**src/inc/exec_regs.svh**
```systemverilog
// constants for the increment, subtract, swap and fill execution block
`ifndef EXEC_REGS_SVH
`define EXEC_REGS_SVH
`define OP_NOP 4'h0
`define OP_INC_SKIP 4'h1
`define OP_INC_ACC_SKIP 4'h2
`define OP_SUB_ACC 4'h3
`define OP_SUB_MEM 4'h4
`define OP_SUB_IMM 4'h5
`define OP_SWAP_MEM 4'h6
`define OP_SWAP_ACC 4'h7
`define OP_FILL 4'h8
`define OP_SET_BIT 4'h9
`define ACC_RESET 8'h00
`define FILL_VALUE 8'hff
`endif

```
**src/inc/exec_pkg.sv**
```systemverilog
// types for the execution block
package exec_pkg;
  typedef struct packed {
    logic valid;
    logic [3:0] op;
    logic [7:0] mem_data;
    logic [7:0] imm;
    logic [2:0] bit_sel;
  } instr_t;
  typedef struct packed {
    logic mem_we;
    logic [7:0] mem_wdata;
    logic skip;
    logic done;
  } result_t;
  typedef enum logic [1:0] {
    st_run = 2'b00,
    st_dummy = 2'b01
  } phase_t;
  typedef struct packed {
    phase_t phase;
    logic [7:0] acc;
    result_t res;
  } state_t;
endpackage

```
**src/hdl/exec_unit.sv**
```systemverilog
// execution unit for increment-skip, subtract, nibble swap and fill instructions
`include "exec_regs.svh"
`default_nettype none
module exec_unit (
  input wire logic clock,
  input wire logic reset,
  input wire exec_pkg::instr_t instr,
  output logic [7:0] acc,
  output exec_pkg::result_t res
);
  import exec_pkg::*;

  state_t state;
  state_t next_state;
  // carry out of bit 7 is dropped: ff plus one must read as zero for the skip test
  logic [8:0] sum;

  function automatic logic [7:0] minus(input logic [7:0] a, input logic [7:0] b);
    logic [8:0] s;
    s = {1'b0, a} + {1'b0, ~b} + 9'h001;
    return s[7:0];
  endfunction

  function automatic logic [7:0] swap_nib(input logic [7:0] v);
    return {v[3:0], v[7:4]};
  endfunction

  ////////////////////////////////////////////////////////////////////////////
  always_comb begin
    next_state = state;
    next_state.res = '0;
    sum = {1'b0, instr.mem_data} + 9'h001;
    unique case (state.phase)
      st_dummy: begin
        // the prefetched word is thrown away here; whatever arrives is ignored
        next_state.phase = st_run;
        next_state.res.done = 1'b1;
      end
      st_run: begin
        if (instr.valid) begin
          next_state.res.done = 1'b1;
          unique case (instr.op)
            `OP_INC_SKIP: begin
              next_state.res.mem_we = 1'b1;
              next_state.res.mem_wdata = sum[7:0];
              if (sum[7:0] == 8'h00) begin
                next_state.res.skip = 1'b1;
                next_state.res.done = 1'b0;
                next_state.phase = st_dummy;
              end
            end
            `OP_INC_ACC_SKIP: begin
              next_state.acc = sum[7:0];
              if (sum[7:0] == 8'h00) begin
                next_state.res.skip = 1'b1;
                next_state.res.done = 1'b0;
                next_state.phase = st_dummy;
              end
            end
            `OP_SUB_ACC: next_state.acc = minus(state.acc, instr.mem_data);
            `OP_SUB_MEM: begin
              next_state.res.mem_we = 1'b1;
              next_state.res.mem_wdata = minus(state.acc, instr.mem_data);
            end
            `OP_SUB_IMM: next_state.acc = minus(state.acc, instr.imm);
            `OP_SWAP_MEM: begin
              next_state.res.mem_we = 1'b1;
              next_state.res.mem_wdata = swap_nib(instr.mem_data);
            end
            `OP_SWAP_ACC: next_state.acc = swap_nib(instr.mem_data);
            `OP_FILL: begin
              next_state.res.mem_we = 1'b1;
              next_state.res.mem_wdata = `FILL_VALUE;
            end
            `OP_SET_BIT: begin
              next_state.res.mem_we = 1'b1;
              next_state.res.mem_wdata = instr.mem_data | (8'h01 << instr.bit_sel);
            end
            // opcodes owned by neighbouring units still retire in one cycle
            default: next_state.res.done = 1'b1;
          endcase
        end
      end
      default: next_state.phase = st_run;
    endcase
  end

  // reset also drops a pending dummy cycle, so the first word after reset is always taken
  always_ff @(posedge clock or posedge reset) begin
    if (reset) begin
      state.phase <= st_run;
      state.acc <= `ACC_RESET;
      state.res <= '0;
    end else begin
      state <= next_state;
    end
  end

  assign acc = state.acc;
  assign res = state.res;
endmodule
`default_nettype wire

```
**config.mk**
```make
export PLATFORM = sky130hd
export DESIGN_NAME = exec_unit
export DESIGN_NICKNAME = d
export VERILOG_FILES = /design/src/inc/exec_pkg.sv /design/src/hdl/exec_unit.sv
export VERILOG_INCLUDE_DIRS = /design/src /design/src/inc
export SDC_FILE = /design/constraint.sdc
export NUM_CORES = 1
export LEC_CHECK = 0
export BUFFER_PORTS_ARGS = -buffer_cell sky130_fd_sc_hd__buf_2
export CORE_MARGIN = 4
export CORE_UTILIZATION = 40
export CTS_CLUSTER_DIAMETER = 120
export DETAILED_ROUTE_END_ITERATION = 6
export SLEW_MARGIN = 20
export SYNTH_ARGS = -nofsm -noshare
export SYNTH_HDL_FRONTEND = slang
export SYNTH_SLANG_ARGS = --single-unit
```
**constraint.sdc**
```tcl
create_clock -name clock -period 5.3 [get_ports clock]
set_input_delay 1.325 -clock clock [delete_from_list [all_inputs] [get_ports clock]]
set_output_delay 1.325 -clock clock [all_outputs]
set_load 0.01 [all_outputs]
```
==> results.json, run 1 <==
{
  "critPathMaxFanout": 10,
  "critPathBufInv": 2,
  "ys_types": 63,
  "dr.first_iter.drc_count": 144,
  "crit_family": "compound AO/OA/AOI/OAI gates",
  "seq_power_share_pct": 27.7,
  "relSlewSlack_pct": 44.47,
  "die_w_um": 86.14,
  "diodes": 0,
  "die_h_um": 86.14,
  "synthTopCellsByArea": "dfrtp_1, ha_1, buf_4",
  "path_class": "input pin to register",
  "cts_resized": 0,
  "synth-seq-cells": 20,
  "syn-num-nets": 358,
  "tightest_slew_ns": 0.8321,
  "utilization_pct": 44.23,
  "synth-edff-count": 0,
  "power_uw": 675.6,
  "cp.required_ns": 5.44,
  "async_reset_ff_share_pct": 100.0,
  "synth.avg_cell_area_um2": 7.803,
  "reg2reg_slack_ns": 2.97,
  "netSwitchingPower_uw": 268.6,
  "grt_pass1_vias": 2173,
  "cpMaxStageDelayCell": "fa_1",
  "gp_congestion": 0.9076,
  "overflow": 0,
  "holdBufCountCts": 0,
  "endpoint_kind": "register",
  "nNetsFinal": 376,
  "cts_sinks": 20,
  "tns_ns": 0,
  "clock-skew-final_ns": 0.005789,
  "grt_use_total_pct": 18.54,
  "areaGrowthSynthToFinish_pct": 7.223,
  "clkTransAtPathRegs_ns": 0.08,
  "cts_tree": "yes",
  "fp.dieArea_mm2": 0.007420,
  "switching_share_pct": 39.76,
  "maxCapViolCount": 0,
  "grt_max_degree": 28,
  "grt_antenna_before_repair": 0,
  "dr_total_vias": 2346,
  "routed_wl_um": 6718,
  "root_buffer": "clkbuf_8",
  "clock_latency_ns": 0.27,
  "maxSlewViolCount": 0,
  "num_rows": 28,
  "combPwrFrac_pct": 48.8,
  "synthFlopType": "dfrtp_1",
  "core_area_mm2": 0.005921,
  "ir_drop_mv": 0.1283,
  "ys_warn_count": 0,
  "synthCells": 313,
  "leakagePower_nw": 1.197,
  "cp_slowest_stage_delay_ns": 0.42,
  "clk_path_buf_depth": 2,
  "io_pins": 45,
  "p_int_uw": 407.0,
  "cp-start-kind": "input pin",
  "drive_above_1_share_pct": 20.00,
  "wl_per_cell_um": 16.59,
  "numCtsBuffers": 3,
  "post-cts-setup-buffer-count": 0,
  "dp_hpwl_um": 5355,
  "final-hold-violation-count": 0,
  "fillerInstances": 632,
  "netlist.top_cell.by_area": "dfrtp_1",
  "clkPwrFrac_pct": 23.6,
  "status": "complete, no violations",
  "ant_nets": 0,
  "hp-class": "register to register",
  "via_per_inst": 5.793,
  "drc": 0,
  "htreeDepth": 1,
  "finalSetupViolations": 0,
  "worstPathCellList": "buf_2 > ha_1 > inv_1 > fa_1 > a211oi_1 > nor2_1 > o31ai_1 > mux2i_1 > a21oi_1",
  "synth_top_area_share_pct": 20.49,
  "fin_crit_ns": 3.103,
  "grt_first_pass_wirelength_um": 10810,
  "crit_arrival_ns": 3.25,
  "max_freq_ghz": 0.3222,
  "syn-cell-area_mm2": 0.002442,
  "seq_area_frac_synth_pct": 20.49,
  "drtPass1Iterations": 7,
  "fin_crit_sh_pct": 58.55,
  "power_density_mw_per_mm2": 258.0,
  "rsz0062_at_grt": "no",
  "start_util_pct": 41.25,
  "port_buffers": 44
}
power by group through the flow:
| stage | clock network, mW | registers, mW | logic (mW) |
|---|---|---|---|
| after global routing | 0.167 | 0.190 | 0.373 |
| after detailed placement | 0 | 0.191 | 0.328 |
| after global placement | 0 | 0.191 | 0.327 |
| final | 0.159 | 0.187 | 0.330 |
| after floorplan | 0 | 0.186 | 0.264 |
| after CTS | 0.161 | 0.188 | 0.330 |
through the flow:
stage,std cells,setup slack [ns],hold WS (ns),cell area [um2]
after floorplan,313,2.298,0.4413,2442
after global placement,401,1.998,0.4682,2547
after detailed placement,401,1.947,0.4577,2547
after CTS,405,2.218,0.4919,2619
after global routing,405,2.004,0.5093,2619
final,405,2.197,0.4882,2619
worst reg2reg max path: stages, from the launching register on:
cell and delay (ns):
dfrtp_1 0.40, inv_1 0.13, ha_1 0.16, inv_1 0.04
fa_1 0.42, a211oi_1 0.22, nor2_1 0.11, o31ai_1 0.40
mux2i_1 0.25, a21oi_1 0.08
metal layers:
layer,vias to the layer above,GRT usage [%],wire length (um)
met5,-,0,0
met4,0,5.612,110
met3,8,3.650,501
met2,83,29.99,3182
met1,1098,24.85,2924
li1,1157,-,-
worst paths after layout:
check,start,to,depth (start not counted)
max in group asynchronous,reset,acc[5],2
hold reg to reg,state[19],res[0],1
min in group asynchronous,reset,res[4],2
setup reg to reg,acc[0],acc[6],9
hold / removal,state[19],res[0],1
setup / recovery,instr[11],acc[6],9
area by class of cell:
cell class | instances | area [um2] | share of cell area (%)
inverter | 19 | 71.32 | 2.723
clock buffer | 3 | 41.29 | 1.577
timing repair buffer | 45 | 227.7 | 8.696
clock inverter | 1 | 30.03 | 1.147
sequential | 20 | 500.5 | 19.11
multi-input combinational | 242 | 1654 | 63.16
tap | 75 | 93.84 | 3.583
logic make-up (layout without fill, tap and decap cells):
family,Yosys count,in the layout,synth area share (%)
AND/OR/NAND/NOR,108,108,24.85
AO/OA/AOI/OAI,98,98,26.18
buffers and inverters,51,68,11.78
flip-flops,20,20,20.49
adder cells (fa/ha/maj),19,19,10.35
XOR/XNOR,12,12,4.303
multiplexers,5,5,2.049
cells in the mapped netlist, types with 2 or more instances:
| library cell | instances |
|---|---|
| a211o_1 | 2 |
| a31oi_1 | 9 |
| o211ai_1 | 2 |
| dfrtp_1 | 20 |
| nand3_1 | 8 |
| o22ai_1 | 9 |
| and3b_1 | 4 |
| a21o_1 | 5 |
| o221a_2 | 2 |
| a221oi_1 | 2 |
| nor2_1 | 30 |
| nand2_1 | 14 |
| xor2_1 | 5 |
| a311oi_1 | 2 |
| a211oi_1 | 8 |
| inv_1 | 18 |
| o21ai_0 | 17 |
| ha_1 | 17 |
| o31ai_1 | 4 |
| nor2b_1 | 7 |
| or2_2 | 3 |
| buf_2 | 8 |
| nor3b_1 | 5 |
| o21a_1 | 3 |
| xnor2_1 | 7 |
| fa_1 | 2 |
| nor3_1 | 6 |
| a21oi_1 | 23 |
| and2_1 | 3 |
| clkbuf_1 | 2 |
| buf_6 | 2 |
| and3_1 | 3 |
| buf_4 | 19 |
| or3_1 | 2 |
| nand2b_1 | 8 |
| mux2i_1 | 5 |
registers in the layout, summed over array words and instances, names as in the netlist:
name,count
res,11
acc,8
state,1
cells in the final DEF, fill, tap and decap left out, drive strengths merged, types with 4 or more instances in the layout:
| master | instances |
|---|---|
| nor2 | 31 |
| and3b | 4 |
| o21ai | 18 |
| a21o | 6 |
| a211oi | 8 |
| nor3 | 7 |
| nand3 | 9 |
| o31ai | 4 |
| nand2 | 16 |
| mux2i | 5 |
| o22ai | 9 |
| inv | 19 |
| nor3b | 6 |
| dfrtp | 20 |
| xnor2 | 7 |
| nand2b | 8 |
| ha | 17 |
| xor2 | 5 |
| buf | 45 |
| a21oi | 23 |
| nor2b | 7 |
| a31oi | 9 |
Note: power is estimated with default switching activity, not from simulation.
==> run 2: changes to the inputs <==
==> constraint.sdc (replaced) <==
create_clock -name clock -period 3.1 [get_ports clock]
set_input_delay 0.775 -clock clock [delete_from_list [all_inputs] [get_ports clock]]
set_output_delay 0.775 -clock clock [all_outputs]
set_load 0.01 [all_outputs]
==> results.json, run 2 (same netlist as run 1, synthesis figures left out) <==
{
  "status": "complete, no violations",
  "whs_path_depth": 1,
  "grt-busiest-layer": "met2",
  "rr_endpoint": "acc[6]",
  "dr_total_vias": 2347,
  "final-hold-violation-count": 0,
  "nNetsFinal": 381,
  "largest_reg_flops": 11,
  "maxCapViolCount": 0,
  "tns_ns": 0,
  "grt_pass1_vias": 2177,
  "mostFrequentLayoutCells": "buf_2, nor2_1, a21oi_1",
  "design_area_mm2": 0.002656,
  "start_util_pct": 41.25,
  "relSlewSlack_pct": 43.47,
  "dp_hpwl_um": 5549,
  "dr.first_iter.drc_count": 228,
  "grt_antenna_before_repair": 0,
  "numCtsBuffers": 3,
  "place_worst_setup_slack_ns": 0.4069,
  "path_class": "input pin to register",
  "clkTransAtPathRegs_ns": 0.08,
  "cts_sinks": 20,
  "grt_use_total_pct": 18.90,
  "endpoint_kind": "register",
  "tightest_slew_ns": 0.8469,
  "worstHoldEndpoint": "res[0]",
  "core_area_mm2": 0.005921,
  "clock-skew-final_ns": 0.003729,
  "grt_max_degree": 25,
  "cts_tree": "yes",
  "drtPass1Iterations": 4,
  "root_buffer": "clkbuf_8",
  "critPathMaxFanout": 5,
  "use_met3_pct": 2.690,
  "cp-start-kind": "input pin",
  "rr_worst_depth": 9,
  "reg2reg_from": "acc[0]",
  "finalWorstSetupSlack_ns": 0.6600,
  "maxSlewViolCount": 0,
  "regMostFlops": "res",
  "areaGrowthSynthToFinish_pct": 8.760,
  "num_rows": 28,
  "fp.dieArea_mm2": 0.007420,
  "cts_resized": 0,
  "rsz0062_at_grt": "no",
  "htreeDepth": 1,
  "ant_nets": 0,
  "fin_crit_ns": 2.440,
  "holdBufCountCts": 0,
  "overflow": 0,
  "dpl_cell_area_mm2": 0.002585,
  "wl_per_cell_um": 16.85,
  "fin_crit_sh_pct": 78.71,
  "die_w_um": 86.14,
  "via_per_inst": 5.724,
  "die_h_um": 86.14,
  "gr-usage-met2_pct": 30.55,
  "crit_arrival_ns": 2.59,
  "max_freq_ghz": 0.4098,
  "io_pins": 45,
  "leakagePower_nw": 1.222,
  "hp-class": "register to register",
  "drc": 0,
  "final_common_cell": "buf_2",
  "ir_drop_mv": 0.2346,
  "finalSetupViolations": 0,
  "clk_path_buf_depth": 2,
  "gp_congestion": 0.9138,
  "top_regs": "res: 11 flops, acc: 8 flops, state: 1 flops",
  "post-cts-setup-buffer-count": 0,
  "power_density_mw_per_mm2": 437.9,
  "whs_ns": 0.4955,
  "routed_wl_um": 6909,
  "port_buffers": 44,
  "drive_above_1_share_pct": 21.19,
  "diodes": 0,
  "utilization_pct": 44.86,
  "clock_latency_ns": 0.27,
  "grt_first_pass_wirelength_um": 11070,
  "grt_use_met1_pct": 25.92,
  "cp.required_ns": 3.25,
  "hold_start": "state[19]",
  "reg2reg_slack_ns": 0.81
}
run 2: area by class of cell:
| class | count | area, um2 |
|---|---|---|
| Fill cell | 609 | 3264 |
| Multi-Input combinational cell | 242 | 1654 |
| Sequential cell | 20 | 500.5 |
| Timing Repair Buffer | 50 | 265.3 |
| Tap cell | 75 | 93.84 |
| Inverter | 19 | 71.32 |
| Clock buffer | 3 | 41.29 |
| Clock inverter | 1 | 30.03 |
run 2: worst max path at each step:
stage,from,to,slack (ns),depth (start not counted)
6_report,instr[11],acc[6],0.66,9
2_1_floorplan,instr[13],acc[5],0.65,8
4_1_cts,instr[12],acc[5],0.68,8
5_1_grt,instr[12],acc[6],0.51,8
3_5_place_dp,instr[11],acc[6],0.41,9
3_3_place_gp,instr[11],acc[6],0.42,9
run 2: routing by layer:
| metal | part of all wire [%] | vias up |
|---|---|---|
| met4 | 2.0 | 0 |
| met1 | 45 | 1098 |
| met2 | 46 | 74 |
| met5 | 0 | - |
| met3 | 6.4 | 11 |
| li1 | - | 1164 |
run 2: where the power goes:
group          leakage [nW]  switching, mW  internal (mW)  total, mW
Clock                0.0357         0.0975          0.173      0.270
Sequential            0.256         0.0323          0.288      0.321
Combinational         0.930          0.333          0.239      0.572
run 2: through the flow:
step | power (mW) | instances
2_1_floorplan | 0.7684 | 313
3_3_place_gp | 0.8935 | 406
3_5_place_dp | 0.8950 | 406
4_1_cts | 1.171 | 410
5_1_grt | 1.256 | 410
6_report | 1.163 | 410
run 2: critical path: stages:
cell	delay, ns
buf_2	0.15
ha_1	0.16
inv_1	0.05
fa_1	0.42
a211oi_1	0.22
nor2_1	0.11
o31ai_1	0.37
mux2i_1	0.26
a21oi_1	0.08
